## src/serdes_sync_ddc_defines.svh

```systemverilog
/*
 * Register offsets, field positions, reset values and PLL multiplication factors of the
 * serial PLL, SYSREF mask and decimation page configuration block.
 * Assumes it is included by bare name; it holds definitions only.
 */
`ifndef SERDES_SYNC_DDC_DEFINES_SVH
`define SERDES_SYNC_DDC_DEFINES_SVH

// ----------------------------------------------------------------------------
// Address map (16-bit direct addressing)
// ----------------------------------------------------------------------------
`define JESD_PAGE_BASE          16'h6000
`define PAGE_WINDOW_MASK        16'hF800
`define DDC_PAGE_BASE_A         16'h5000
`define DDC_PAGE_BASE_B         16'h5800
`define SERIAL_PLL_MULT_OFS     16'h0037
`define SYNC_PULSE_MASK_OFS     16'h003E
`define DDC_ENABLE_OFS          11'h000
`define DECIM_RATIO_OFS         11'h001

// ----------------------------------------------------------------------------
// Field positions and widths
// ----------------------------------------------------------------------------
`define PLL_MULT_LSB            0
`define PLL_MULT_W              2
`define DIV_SYNC_MASK_BIT       6
`define OSC_SYNC_MASK_BIT       5
`define DDC_ENABLE_BIT          0
`define DECIM_RATIO_LSB         0
`define DECIM_RATIO_W           4

// ----------------------------------------------------------------------------
// Reset values
// ----------------------------------------------------------------------------
`define PLL_MULT_RST            2'h0
`define SYNC_MASK_RST           1'h0
`define DDC_ENABLE_RST          1'h0
`define DECIM_RATIO_RST         4'h0
`define RDATA_RST               8'h00

// ----------------------------------------------------------------------------
// Multiplication factors per PLL code
// ----------------------------------------------------------------------------
`define PLL_FACTOR_00           7'h14
`define PLL_FACTOR_01           7'h10
`define PLL_FACTOR_10           7'h28
`define PLL_FACTOR_11           7'h50

`endif

```

## src/serdes_sync_ddc_pkg.sv

```systemverilog
/*
 * Types and decode functions shared by the configuration top and the
 * per-channel decimation page. Assumes the defines header is available.
 */
`include "serdes_sync_ddc_defines.svh"

package serdes_sync_ddc_pkg;

    // ------------------------------------------------------------------------
    // Types
    // ------------------------------------------------------------------------
    typedef logic [1:0] pll_code_t;
    typedef logic [3:0] decim_code_t;
    typedef logic [5:0] decimation_ratio_t;

    // Complex decimation factor per code; zero marks a code never accepted
    function automatic decimation_ratio_t decimation_ratio(input decim_code_t code);
        decimation_ratio_t f;
        f = 6'h00;
        case (code)
            4'h0:    f = 6'h04;
            4'h1:    f = 6'h06;
            4'h2:    f = 6'h08;
            4'h3:    f = 6'h09;
            4'h4:    f = 6'h0A;
            4'h5:    f = 6'h0C;
            4'h9:    f = 6'h14;
            4'hC:    f = 6'h20;
            default: f = 6'h00;
        endcase
        return f;
    endfunction : decimation_ratio

    // A code is legal when it maps to a defined factor
    function automatic logic decim_code_ok(input decim_code_t code);
        return (decimation_ratio(code) != 6'h00);
    endfunction : decim_code_ok

endpackage : serdes_sync_ddc_pkg

```

## src/ddc_page_if.sv

```systemverilog
/*
 * Carrier between the register hub and one decimation page instance.
 * Assumes the hub has already decoded the channel window.
 */
`timescale 1ns/10ps

interface ddc_page_if;
    logic                                wr;
    logic                                rd;
    logic [10:0]                         ofs;
    logic [7:0]                          wdata;
    logic [7:0]                          rdata;
    logic                                enable;
    serdes_sync_ddc_pkg::decim_code_t    ratio;

    modport hub  (output wr, output rd, output ofs, output wdata,
                  input rdata, input enable, input ratio);
    modport page (input wr, input rd, input ofs, input wdata,
                  output rdata, output enable, output ratio);
endinterface : ddc_page_if

```

## src/ddc_page_regs.sv

```systemverilog
/*
 * One channel's decimation page: downconverter enable and decimation ratio.
 * Assumes the hub presents window-relative offsets and one-cycle strobes.
 */
`timescale 1ns/10ps
`include "serdes_sync_ddc_defines.svh"

module ddc_page_regs (
    input  wire logic   ref_clk_in,
    input  wire logic   rstn_in,
    ddc_page_if.page    pg
);

    logic                               enable_ff;
    serdes_sync_ddc_pkg::decim_code_t   ratio_ff;
    serdes_sync_ddc_pkg::decim_code_t   nxt_ratio;

    assign nxt_ratio = pg.wdata[`DECIM_RATIO_LSB +: `DECIM_RATIO_W];

    // Enable bit: 0 is bypass with the downconverter off
    always_ff @(posedge ref_clk_in) begin
        if (!rstn_in) begin
            enable_ff <= `DDC_ENABLE_RST;
        end else if (pg.wr && pg.ofs == `DDC_ENABLE_OFS) begin
            enable_ff <= pg.wdata[`DDC_ENABLE_BIT];
        end
    end

    // Ratio field; unused and ambiguous codes leave the old ratio in force,
    // so a bad write can never put the filter into an undefined setting
    always_ff @(posedge ref_clk_in) begin
        if (!rstn_in) begin
            ratio_ff <= `DECIM_RATIO_RST;
        end else if (pg.wr && pg.ofs == `DECIM_RATIO_OFS &&
                     serdes_sync_ddc_pkg::decim_code_ok(nxt_ratio)) begin
            ratio_ff <= nxt_ratio;
        end
    end

    // Read mux, live only under the read strobe; reserved bits read zero
    always_comb begin
        pg.rdata = 8'h00;
        if (pg.rd) begin
            case (pg.ofs)
                `DDC_ENABLE_OFS:  pg.rdata = {7'h00, enable_ff};
                `DECIM_RATIO_OFS: pg.rdata = {4'h0, ratio_ff};
                default:          pg.rdata = 8'h00;
            endcase
        end
    end

    assign pg.enable = enable_ff;
    assign pg.ratio  = ratio_ff;

endmodule : ddc_page_regs

```

## src/serdes_sync_ddc_config_regs.sv

```systemverilog
/*
 * Configuration registers: serial PLL multiplier, SYSREF masking toward the
 * input clock divider and the oscillator / LMFC counter, and two decimation
 * pages. Assumes a synchronous register port and a synchronous SYSREF input.
 */
// The strobed register port was chosen for this implementation.
`timescale 1ns/10ps
`include "serdes_sync_ddc_defines.svh"

module serdes_sync_ddc_config_regs #(
    parameter int CLKDIV_RATIO = 4,
    parameter int LMFC_PERIOD  = 32
) (
    input  wire logic           ref_clk_in,
    input  wire logic           rstn_in,
    input  wire logic [15:0]    addr_in,
    input  wire logic [7:0]     wdata_in,
    input  wire logic           wr_in,
    input  wire logic           rd_in,
    output logic [7:0]          rdata_out,
    input  wire logic           sysref_in,
    output logic [1:0]          pll_mult_code_out,
    output logic [6:0]          pll_mult_factor_out,
    output logic                clkdiv_reset_out,
    output logic                clkdiv_tick_out,
    output logic                osc_phase_reset_out,
    output logic                lmfc_reset_out,
    output logic                lmfc_boundary_out,
    output logic [1:0]          ddc_enable_out,
    output logic [3:0]          decim_ratio_a_out,
    output logic [3:0]          decim_ratio_b_out,
    output logic [5:0]          decimation_ratio_a_out,
    output logic [5:0]          decimation_ratio_b_out
);

    // ------------------------------------------------------------------------
    // Declarations
    // ------------------------------------------------------------------------
    localparam int CDW = (CLKDIV_RATIO > 1) ? $clog2(CLKDIV_RATIO) : 1;
    localparam int LMW = (LMFC_PERIOD > 1) ? $clog2(LMFC_PERIOD) : 1;
    localparam logic [CDW-1:0] CLKDIV_LAST = CDW'(CLKDIV_RATIO - 1);
    localparam logic [LMW-1:0] LMFC_LAST   = LMW'(LMFC_PERIOD - 1);

    // Page window decode, shared by both channels
    function automatic logic in_page(input logic [15:0] a, input logic [15:0] base);
        return ((a & `PAGE_WINDOW_MASK) == base);
    endfunction : in_page

    serdes_sync_ddc_pkg::pll_code_t pll_code_ff;
    logic                           div_mask_ff;
    logic                           osc_mask_ff;
    logic [7:0]                     rdata_ff;
    logic [7:0]                     nxt_rdata;
    logic                           sysref_q_ff;
    logic                           sysref_rise;
    logic                           div_sync;
    logic                           osc_sync;
    logic                           clkdiv_reset_ff;
    logic                           osc_reset_ff;
    logic                           lmfc_reset_ff;
    logic [CDW-1:0]                 clkdiv_cnt_ff;
    logic                           clkdiv_tick_ff;
    logic [LMW-1:0]                 lmfc_cnt_ff;
    logic                           lmfc_bound_ff;
    logic [6:0]                     pll_factor_ff;
    logic [5:0]                     factor_a_ff;
    logic [5:0]                     factor_b_ff;
    logic                           hit_pll;
    logic                           hit_mask;
    logic                           hit_a;
    logic                           hit_b;

    // One carrier per channel page
    ddc_page_if page_a ();
    ddc_page_if page_b ();

    // ------------------------------------------------------------------------
    // Address decode
    // ------------------------------------------------------------------------
    // Each channel page is a 2 KiB window; low 11 bits are its offset
    // PLL and mask sit on a chosen link page base
    assign hit_pll  = (addr_in == (`JESD_PAGE_BASE | `SERIAL_PLL_MULT_OFS));
    assign hit_mask = (addr_in == (`JESD_PAGE_BASE | `SYNC_PULSE_MASK_OFS));
    assign hit_a    = in_page(addr_in, `DDC_PAGE_BASE_A);
    assign hit_b    = in_page(addr_in, `DDC_PAGE_BASE_B);

    // Strobes are handed only to the page whose window matched
    assign page_a.wr    = wr_in & hit_a;
    assign page_a.rd    = rd_in & hit_a;
    assign page_a.ofs   = addr_in[10:0];
    assign page_a.wdata = wdata_in;
    assign page_b.wr    = wr_in & hit_b;
    assign page_b.rd    = rd_in & hit_b;
    assign page_b.ofs   = addr_in[10:0];
    assign page_b.wdata = wdata_in;

    // ------------------------------------------------------------------------
    // Decimation pages, one per channel
    // ------------------------------------------------------------------------
    // Identical pages; only their window differs
    ddc_page_regs u_page_a (
        .ref_clk_in (ref_clk_in),
        .rstn_in    (rstn_in),
        .pg         (page_a.page)
    );

    ddc_page_regs u_page_b (
        .ref_clk_in (ref_clk_in),
        .rstn_in    (rstn_in),
        .pg         (page_b.page)
    );

    // ------------------------------------------------------------------------
    // Serial PLL multiplier
    // ------------------------------------------------------------------------
    // The quad-rate assist field lives elsewhere; 40X is only valid once
    // software has set it too, which this block cannot check
    // Bits 7:2 are never stored and read back zero
    always_ff @(posedge ref_clk_in) begin
        if (!rstn_in) begin
            pll_code_ff <= `PLL_MULT_RST;
        end else if (wr_in && hit_pll) begin
            pll_code_ff <= wdata_in[`PLL_MULT_LSB +: `PLL_MULT_W];
        end
    end

    // Factor decode registered so the output is a flop
    always_ff @(posedge ref_clk_in) begin
        if (!rstn_in) begin
            pll_factor_ff <= `PLL_FACTOR_00;
        end else begin
            case (pll_code_ff)
                2'h0:    pll_factor_ff <= `PLL_FACTOR_00;
                2'h1:    pll_factor_ff <= `PLL_FACTOR_01;
                2'h2:    pll_factor_ff <= `PLL_FACTOR_10;
                2'h3:    pll_factor_ff <= `PLL_FACTOR_11;
                default: pll_factor_ff <= `PLL_FACTOR_00;
            endcase
        end
    end

    // ------------------------------------------------------------------------
    // SYSREF mask bits
    // ------------------------------------------------------------------------
    // One write updates both masks together;
    // reserved bits of that write are dropped
    always_ff @(posedge ref_clk_in) begin
        if (!rstn_in) begin
            div_mask_ff <= `SYNC_MASK_RST;
            osc_mask_ff <= `SYNC_MASK_RST;
        end else if (wr_in && hit_mask) begin
            div_mask_ff <= wdata_in[`DIV_SYNC_MASK_BIT];
            osc_mask_ff <= wdata_in[`OSC_SYNC_MASK_BIT];
        end
    end

    // ------------------------------------------------------------------------
    // SYSREF edge detection and gating
    // ------------------------------------------------------------------------
    // Only the low-to-high transition counts; a held-high SYSREF fires once
    // SYSREF is taken as synchronous here;
    // an async source needs a synchroniser
    always_ff @(posedge ref_clk_in) begin
        if (!rstn_in) begin
            sysref_q_ff <= 1'b0;
        end else begin
            sysref_q_ff <= sysref_in;
        end
    end

    assign sysref_rise = sysref_in & ~sysref_q_ff;
    assign div_sync    = sysref_rise & ~div_mask_ff;
    assign osc_sync    = sysref_rise & ~osc_mask_ff;

    // One-cycle reset pulses toward the divider, oscillators and LMFC
    // LMFC reset follows the oscillator mask
    always_ff @(posedge ref_clk_in) begin
        if (!rstn_in) begin
            clkdiv_reset_ff <= 1'b0;
            osc_reset_ff    <= 1'b0;
            lmfc_reset_ff   <= 1'b0;
        end else begin
            clkdiv_reset_ff <= div_sync;
            osc_reset_ff    <= osc_sync;
            lmfc_reset_ff   <= osc_sync;
        end
    end

    // ------------------------------------------------------------------------
    // Input clock divider
    // ------------------------------------------------------------------------
    // Restarts at zero on an unmasked edge so that dividers in several
    // devices line up; masked, it keeps its phase across SYSREF
    // Limitation: tick is an enable, not a clock
    always_ff @(posedge ref_clk_in) begin
        if (!rstn_in) begin
            clkdiv_cnt_ff  <= '0;
            clkdiv_tick_ff <= 1'b0;
        end else if (div_sync) begin
            clkdiv_cnt_ff  <= '0;
            clkdiv_tick_ff <= 1'b0;
        end else begin
            clkdiv_tick_ff <= (clkdiv_cnt_ff == CLKDIV_LAST);
            clkdiv_cnt_ff  <= (clkdiv_cnt_ff == CLKDIV_LAST) ? '0 :
                              clkdiv_cnt_ff + CDW'(1);
        end
    end

    // ------------------------------------------------------------------------
    // LMFC counter
    // ------------------------------------------------------------------------
    // Boundary is high in the cycle after the last count of a period;
    // masked, the phase survives SYSREF
    always_ff @(posedge ref_clk_in) begin
        if (!rstn_in) begin
            lmfc_cnt_ff   <= '0;
            lmfc_bound_ff <= 1'b0;
        end else if (osc_sync) begin
            lmfc_cnt_ff   <= '0;
            lmfc_bound_ff <= 1'b0;
        end else begin
            lmfc_bound_ff <= (lmfc_cnt_ff == LMFC_LAST);
            lmfc_cnt_ff   <= (lmfc_cnt_ff == LMFC_LAST) ? '0 :
                             lmfc_cnt_ff + LMW'(1);
        end
    end

    // ------------------------------------------------------------------------
    // Decimation factor outputs
    // ------------------------------------------------------------------------
    // One cycle of lag keeps each output a flop;
    // the ratio only moves on a register write
    always_ff @(posedge ref_clk_in) begin
        if (!rstn_in) begin
            factor_a_ff <= serdes_sync_ddc_pkg::decimation_ratio(`DECIM_RATIO_RST);
            factor_b_ff <= serdes_sync_ddc_pkg::decimation_ratio(`DECIM_RATIO_RST);
        end else begin
            factor_a_ff <= serdes_sync_ddc_pkg::decimation_ratio(page_a.ratio);
            factor_b_ff <= serdes_sync_ddc_pkg::decimation_ratio(page_b.ratio);
        end
    end

    // ------------------------------------------------------------------------
    // Read path
    // ------------------------------------------------------------------------
    // Unmapped addresses and reserved bits read as zero
    always_comb begin
        nxt_rdata = 8'h00;
        if (hit_pll) begin
            nxt_rdata = {6'h00, pll_code_ff};
        end else if (hit_mask) begin
            nxt_rdata = {1'b0, div_mask_ff, osc_mask_ff, 5'h00};
        end else if (hit_a) begin
            nxt_rdata = page_a.rdata;
        end else if (hit_b) begin
            nxt_rdata = page_b.rdata;
        end
    end

    // Data stand only in the cycle after the read strobe
    // Gating on rd_in keeps the bus at zero
    // between reads, so stale data never linger
    always_ff @(posedge ref_clk_in) begin
        if (!rstn_in) begin
            rdata_ff <= `RDATA_RST;
        end else begin
            rdata_ff <= rd_in ? nxt_rdata : 8'h00;
        end
    end

    // ------------------------------------------------------------------------
    // Outputs
    // ------------------------------------------------------------------------
    // Each output is a flop here or in a page
    assign rdata_out           = rdata_ff;
    assign pll_mult_code_out   = pll_code_ff;
    assign pll_mult_factor_out = pll_factor_ff;
    assign clkdiv_reset_out    = clkdiv_reset_ff;
    assign clkdiv_tick_out     = clkdiv_tick_ff;
    assign osc_phase_reset_out = osc_reset_ff;
    assign lmfc_reset_out      = lmfc_reset_ff;
    assign lmfc_boundary_out   = lmfc_bound_ff;
    assign ddc_enable_out      = {page_b.enable, page_a.enable};
    assign decim_ratio_a_out   = page_a.ratio;
    assign decim_ratio_b_out   = page_b.ratio;
    assign decimation_ratio_a_out  = factor_a_ff;
    assign decimation_ratio_b_out  = factor_b_ff;

endmodule : serdes_sync_ddc_config_regs

```

## config.mk

```make
export PLATFORM = sky130hd
export DESIGN_NAME = serdes_sync_ddc_config_regs
export DESIGN_NICKNAME = d
export VERILOG_FILES = /design/src/serdes_sync_ddc_pkg.sv /design/src/ddc_page_if.sv /design/src/ddc_page_regs.sv /design/src/serdes_sync_ddc_config_regs.sv
export VERILOG_INCLUDE_DIRS = /design/src
export SDC_FILE = /design/constraint.sdc
export NUM_CORES = 1
export LEC_CHECK = 0
export BUFFER_PORTS_ARGS = -buffer_cell sky130_fd_sc_hd__buf_2
export CAP_MARGIN = 30
export CORE_MARGIN = 5
export CORE_UTILIZATION = 55
export CTS_CLUSTER_SIZE = 10
export DETAILED_ROUTE_END_ITERATION = 7
export GPL_ROUTABILITY_DRIVEN = 0
export PLACE_DENSITY_LB_ADDON = 0.12
export SYNTH_ARGS = -nofsm -noshare
export SYNTH_HDL_FRONTEND = slang
export SYNTH_HIERARCHICAL = 1
export SYNTH_SLANG_ARGS = --single-unit
export TNS_END_PERCENT = 30
```

## constraint.sdc

```tcl
create_clock -name ref_clk_in -period 5.6 [get_ports ref_clk_in]
set_input_delay 1.68 -clock ref_clk_in [delete_from_list [all_inputs] [get_ports ref_clk_in]]
set_output_delay 1.68 -clock ref_clk_in [all_outputs]
set_load 0.01 [all_outputs]
```

== Word level (Yosys, flattened, before mapping) ==
Memories as Yosys holds them, arrays and structs flattened. A register that Yosys moved wholly into a read port is not among the register bits.
Cells that the tools add are included.
W data, S select, Z words.

* Bits in read-only memories: 384
* Register bits: 41
* Memories: 4
* Output and inout port bits: 44
* Input port bits: 29
* Word-level logic and storage cells: 78

{| class="wikitable"
|+ Memories
! memory !! depth !! bits a word !! rd ports !! clocked after memory_dff !! write ports !! line !! text
|-
| (name not given) || 16 || 6 || 1 || 1 || 0 || serdes_sync_ddc_pkg.sv:20 || <nowiki>case (code)</nowiki>
|-
| (name not given) || 16 || 6 || 1 || 1 || 0 || serdes_sync_ddc_pkg.sv:20 ||
|-
| (name not given) || 16 || 6 || 1 || 0 || 0 || serdes_sync_ddc_pkg.sv:20 ||
|-
| (name not given) || 16 || 6 || 1 || 0 || 0 || serdes_sync_ddc_pkg.sv:20 ||
|}

* Bitwise operators: 12
* Multiplexer cells: 11
* Add/subtract/negate cells: 2
* Reductions and logical operators: 21
* Equal/unequal tests: 10

{| class="wikitable"
|+ Operators by type and width
! cell !! count
|-
| $eq A16 B15 Y1 const B || 2
|-
| $mux W8 || 4
|-
| $pmux W7 S4 || 1
|-
| $pmux W4 S2 || 2
|-
| $mux W6 || 2
|-
| $reduce_bool A6 Y1 || 2
|-
| $eq A11 B1 Y1 const B || 1
|-
| $logic_not A11 Y1 || 1
|-
| $eq A5 B4 Y1 const B || 2
|-
| $reduce_or A3 Y1 || 3
|-
| $logic_and A1 B1 Y1 || 8
|-
| $and A1 B1 Y1 || 7
|-
| $mux W7 || 1
|-
| $eq A2 B2 Y1 const B || 3
|-
| $add A5 B1 Y5 const B || 1
|-
| $eq A5 B5 Y1 const B || 1
|-
| $not A1 Y1 || 5
|-
| $reduce_or A2 Y1 || 2
|-
| $reduce_or A4 Y1 || 1
|-
| $add A2 B1 Y2 const B || 1
|-
| $eq A2 B1 Y1 const B || 1
|-
| $logic_not A1 Y1 || 2
|-
| $logic_not A2 Y1 || 1
|-
| $mux W2 || 1
|-
| $reduce_and A2 Y1 || 1
|}

== Longest topological paths before layout ==
* Word-level depth: 7
* Gate-level depth with buffers: 8
* Gate-level depth less buffers: 7

== By module ==
Netlist, hierarchy kept.

{| class="wikitable"
|+ By module, submodules not included
! module !! area each (um2) !! seq. area each (um2) !! cells each !! times used
|-
| serdes_sync_ddc_config_regs || 1590.3 || 800.8 || 164 || 1
|-
| ddc_page_regs || 379.1 || 100.1 || 42 || 2
|}

== Worst setup path before layout ==
No wires, ideal clock.

* Path kind: input -> register
* From: input port addr_in[13]
* To: register u_page_a.ratio_ff[0] (netlist: u_page_a/pg.ratio[0])
* Slack: 2.274 ns
* Setup time: 0.072 ns
* Buffers on the path: 1
* Data required time: 5.528 ns
* Cell stages on the path: 7
* Data arrival time: 3.254 ns
* Cells stage by stage: nor4bb_1 and2b_2 clkbuf_1 and2_1 nand4_2 nor3b_4 mux2i_1

* Longest elaborated chain between the ends: 4

{| class="wikitable"
|+ RTL lines
! element !! line !! text
|-
| from (decl) || serdes_sync_ddc_config_regs.sv:16 || <nowiki>input wire logic [15:0] addr_in,</nowiki>
|-
| $eq A5 B4 Y1 || serdes_sync_ddc_config_regs.sv:46 || <nowiki>return ((a & `PAGE_WINDOW_MASK) == base);</nowiki>
|-
| $and A1 B1 Y1 || serdes_sync_ddc_config_regs.sv:88 || <nowiki>assign page_a.wr = wr_in & hit_a;</nowiki>
|-
| via page_a.wr || ddc_page_if.sv:8 || <nowiki>logic wr;</nowiki>
|-
| $logic_and A1 B1 Y1 (no source line) || - ||
|-
| $logic_and A1 B1 Y1 || ddc_page_regs.sv:34 || <nowiki>end else if (pg.wr && pg.ofs == `DECIM_RATIO_OFS &&</nowiki>
|-
| to (signal assigned) || ddc_page_regs.sv:33 || <nowiki>ratio_ff <= `DECIM_RATIO_RST;</nowiki>
|-
| to (signal assigned) || ddc_page_regs.sv:36 || <nowiki>ratio_ff <= nxt_ratio;</nowiki>
|-
| to (decl) || ddc_page_regs.sv:15 || <nowiki>serdes_sync_ddc_pkg::decim_code_t ratio_ff;</nowiki>
|}

The timed path passes the listed nets, and every way through them passes these cells.
A chain may end at the register's enable or synchronous reset.

== Worst setup path after layout ==
* From: input port addr_in[13]
* To: register u_page_a.ratio_ff[2] (netlist: u_page_a/pg.ratio[2])

Same word-level chain as after synthesis.

==> metrics.log <==
INFO  metric clk_pin_slew_worst_paths = ~80 ps
INFO  metric timing.hold.worst.class = reg -> reg
INFO  metric stdcell_area = 2741 µm²
INFO  metric grt_pass1_wl = 7.286 mm
INFO  metric synth-simple-area-share = 31.01%
INFO  metric syn_to_final_growth = 16.73%
INFO  metric crit_end = u_page_a/pg.ratio[2]
INFO  metric net-switching-power = 141.7 µW
INFO  metric post_drt_antenna_nets = 0
INFO  metric maxSlewHeadroom = between 50% and 60%
INFO  metric dp_hpwl = 3.484 mm
INFO  metric vias = around 1800
INFO  metric worst-endpoint-required = 5820 ps
INFO  metric detail_route.drc_violations = 0
INFO  metric path_class = in -> reg
INFO  metric synth_compound_area_share = 7.192%
INFO  metric std_cell_rows = 23
INFO  metric fp.dieW = around 75 µm
INFO  metric synthDominantAreaCellType = sky130_fd_sc_hd__dfxtp_1
INFO  metric first_drt_pass_iteration_count = 4
INFO  metric maximum_number_of_pins_on_one_net_before_global_route_repair = 40
INFO  metric internal_power = between 500 and 600 µW
INFO  metric p_leak = ~0.0012 µW
INFO  metric end_kind = flop
INFO  metric hold_viol = 0
INFO  metric cts_resized = 0
INFO  metric postPlaceCellArea = about 2600 µm²
INFO  metric number_of_register_bits_inferred_by_synthesis = 50
INFO  metric irDropWorstVdd = 0.1105 mV
INFO  metric avgSynthCellArea = roughly 9.5 µm²
INFO  metric achievable-frequency = ~300 MHz
INFO  metric port_buffers = between 60 and 70
INFO  metric first_global_vias = between 1500 and 2000
INFO  metric synth.top_cell.area_share = between 40% and 50%
INFO  metric cp-start-kind = input port
INFO  metric cts_buffers = 5
INFO  metric hold_path_cell_cnt = 1
INFO  metric synth_ff_type = sky130_fd_sc_hd__dfxtp_1
INFO  metric fin_worst_hold_slack = 434.2 ps
INFO  metric async_reset_ff_share = 0%
INFO  metric timing.final.crit_share = around three fifths
INFO  metric arrival = roughly 3500 ps
INFO  metric grt_usage = about 16%
INFO  metric worstMarginPinSlew = around 620 ps
INFO  metric run_status = complete, no violations
INFO  metric comb_power_share = under 10%
INFO  metric synth-xor-area-share = ~3.4%
INFO  metric r2r.worst_path.cells = 6
INFO  metric cts-root-to-sink-buffers = 2
INFO  metric clk_root_buffer_cell = sky130_fd_sc_hd__clkbuf_8
INFO  metric antenna_found_initial = 0
INFO  metric finalSetupViolCount = 0
INFO  metric antenna_diode_instance_count = 0
INFO  metric power.sequential.fraction = between 50% and 60%
INFO  metric synth_enable_flop_cells = 0
INFO  metric cp-startpoint = addr_in[13]
INFO  metric ioPinCount = 73
INFO  metric power.density = 238.0 nW/µm²
INFO  metric postSynthCellCount = around 250
INFO  metric timing.critical_path.fanout_max = 10
INFO  metric detail_route.wirelength = 4.484 mm
INFO  metric globalRoute.totalOverflow = 0
INFO  metric timing.max_cap.violations = 0
INFO  metric latest_clock_arrival_within_the_worst_skew_pair = around 290 ps
INFO  metric cell_area_after_synthesis = approximately 2300 µm²
INFO  metric drt_iter0_drc = between 50 and 60
INFO  metric cts_setup_buffers = 0
INFO  metric r2r_setup_slack = roughly 4300 ps
INFO  metric tritoncts = yes
INFO  metric largest_family_of_logic_cells_by_synthesized_area = simple AND/OR/NAND/NOR gates
INFO  metric placed_instances = 351
INFO  metric hold_buffers = 0
INFO  metric drive_above_1_share = between 30% and 40%
INFO  metric filler_cell_count = between 300 and 400
INFO  metric wl_per_cell = 12.49 µm
INFO  metric tritoncts_num_sinks = 50
INFO  metric power_frac_clock = 37.3%
INFO  metric fin_setup_tns = 0 ps
INFO  metric placeableCoreArea = between 4000 and 5000 µm²
INFO  metric ys.warnings.count = 6
INFO  metric rsz0062_at_grt = no
INFO  metric die_h = approximately 75 µm
INFO  metric vias_per_cell = between 5 and 6
INFO  metric post_synth_mux_area_share = 5.967%
INFO  metric h_tree_depth_reported_by_cts = 2
INFO  metric floorplan.die_area = about 5700 µm²
INFO  metric synth-seq-area-share = 42.62%
INFO  metric ys_types = 40
INFO  metric yosys.area_share.adder = under 10%
INFO  metric skew_final = 1.373 ps
INFO  metric timing.rr.end = lmfc_cnt_ff[2]
INFO  metric synthTopCellsByArea = sky130_fd_sc_hd__dfxtp_1 (43%), sky130_fd_sc_hd__mux2i_1 (6.0%), sky130_fd_sc_hd__nor4_4 (5.4%)
INFO  metric crit-reg2reg-launch = lmfc_cnt_ff[0]
INFO  metric switching_share = between 20 and 25%
INFO  metric instances_no_fill = approximately 360
INFO  metric initial_utilization = 57.88%
INFO  metric nets_finish = 340
INFO  metric finalWorstPathRequiredPeriod = 3261 ps
INFO  metric report.final.slew_viol_count = 0
-- per-stage QoR --
step	setup WS (ps)	utilization, %	power (µW)
2_1_floorplan	2274	-	399.6
4_1_cts	2380	67.56	660.6
3_5_place_dp	2072	64.94	417.2
6_report	2339	67.56	652.3
3_3_place_gp	2107	64.94	416.3
5_1_grt	2160	67.56	681.1
-- cell type report --
cell class / count / area, µm² / area share [%]
clock buffers: 7 / 76.32 / 2.784
repair buffers: 68 / 340.3 / 12.41
clock inverters: 1 / 30.03 / 1.095
well taps: 50 / 62.56 / 2.282
inverters: 8 / 30.03 / 1.095
flip-flops and latches: 50 / 1001 / 36.51
multi-input cells: 175 / 1201 / 43.82
-- sequential cells by signal, indices dropped and copies added (netlist names) --
register                count
sysref_q_ff                 1
u_page_a/pg.enable          1
lmfc_reset_out              1
decimation_ratio_b_out      6
pll_mult_code_out           2
u_page_b/pg.enable          1
lmfc_cnt_ff                 5
rdata_out                   8
div_mask_ff                 1
clkdiv_tick_out             1
u_page_a/pg.ratio           4
clkdiv_reset_out            1
osc_mask_ff                 1
decimation_ratio_a_out      6
clkdiv_cnt_ff               2
lmfc_boundary_out           1
u_page_b/pg.ratio           4
pll_mult_factor_out         4
-- metal layers --
layer	GRT usage [%]	part of all wire (%)	wire, µm	up-vias
met5	0	0	0	-
met4	4.078	0.76	34	0
met2	26.37	46	2060	60
met3	3.958	7.2	324	4
met1	22.33	46	2066	810
li1	-	-	-	948
-- cell usage in the layout, fill, tap and decap left out, drive strengths merged, types with 5 or more instances in the layout --
cell type	netlist	routed
buf	16	68
dfxtp	50	50
nand2	32	32
nor2	18	18
mux2i	14	14
and2	13	13
conb	3	10
a22oi	8	8
a21oi	8	8
inv	8	8
nor3	7	7
nor4	7	7
clkbuf	6	7
o21ai	6	6
nor3b	6	6
xnor2	5	5
-- Yosys cell counts (5+ instances only) --
master and instances:
sky130_fd_sc_hd__a21oi_1 8, sky130_fd_sc_hd__a22oi_1 8, sky130_fd_sc_hd__and2_1 12, sky130_fd_sc_hd__buf_4 16, sky130_fd_sc_hd__clkbuf_1 6, sky130_fd_sc_hd__dfxtp_1 50, sky130_fd_sc_hd__inv_1 8, sky130_fd_sc_hd__mux2i_1 14
sky130_fd_sc_hd__nand2_1 31, sky130_fd_sc_hd__nor2_1 18, sky130_fd_sc_hd__nor3_1 7, sky130_fd_sc_hd__nor4_4 6, sky130_fd_sc_hd__o21ai_0 6, sky130_fd_sc_hd__xnor2_1 5
-- cell families (layout without fill, tap and decap cells) --
logic type,after synthesis,after routing
adder cells (fa/ha/maj),4,4
buffers and inverters,30,84
other,3,10
multiplexers,14,14
XOR/XNOR,9,9
AND/OR/NAND/NOR,111,111
AO/OA/AOI/OAI,27,27
flip-flops,50,50
-- power by group through the flow --
stage	Clock (µW)	Sequential (µW)	Combinational [µW]
after global routing	266	361	54.6
after CTS	252	360	48.6
final	244	360	48.6
after floorplan	0	369	30.6
after global placement	0	369	47.8
after detailed placement	0	369	48.6
-- worst max-delay path, cell delays in order --
cell and delay, ps:
sky130_fd_sc_hd__buf_2 100, sky130_fd_sc_hd__nor4bb_1 470, sky130_fd_sc_hd__and2b_2 340, sky130_fd_sc_hd__and2_1 170
sky130_fd_sc_hd__nand4_2 130, sky130_fd_sc_hd__nor3b_4 350, sky130_fd_sc_hd__mux2i_1 240
-- worst min path at each step --
stage / end / start / slack, ps
global placement: clkdiv_cnt_ff[0] / clkdiv_cnt_ff[0] / 420
finish: clkdiv_cnt_ff[0] / clkdiv_cnt_ff[0] / 430
CTS: lmfc_reset_out / sysref_q_ff / 440
detailed placement: lmfc_reset_out / sysref_q_ff / 430
floorplan: clkdiv_cnt_ff[0] / clkdiv_cnt_ff[0] / 410
global route: clkdiv_cnt_ff[0] / clkdiv_cnt_ff[0] / 460
Power figures use the tool's default switching activity.
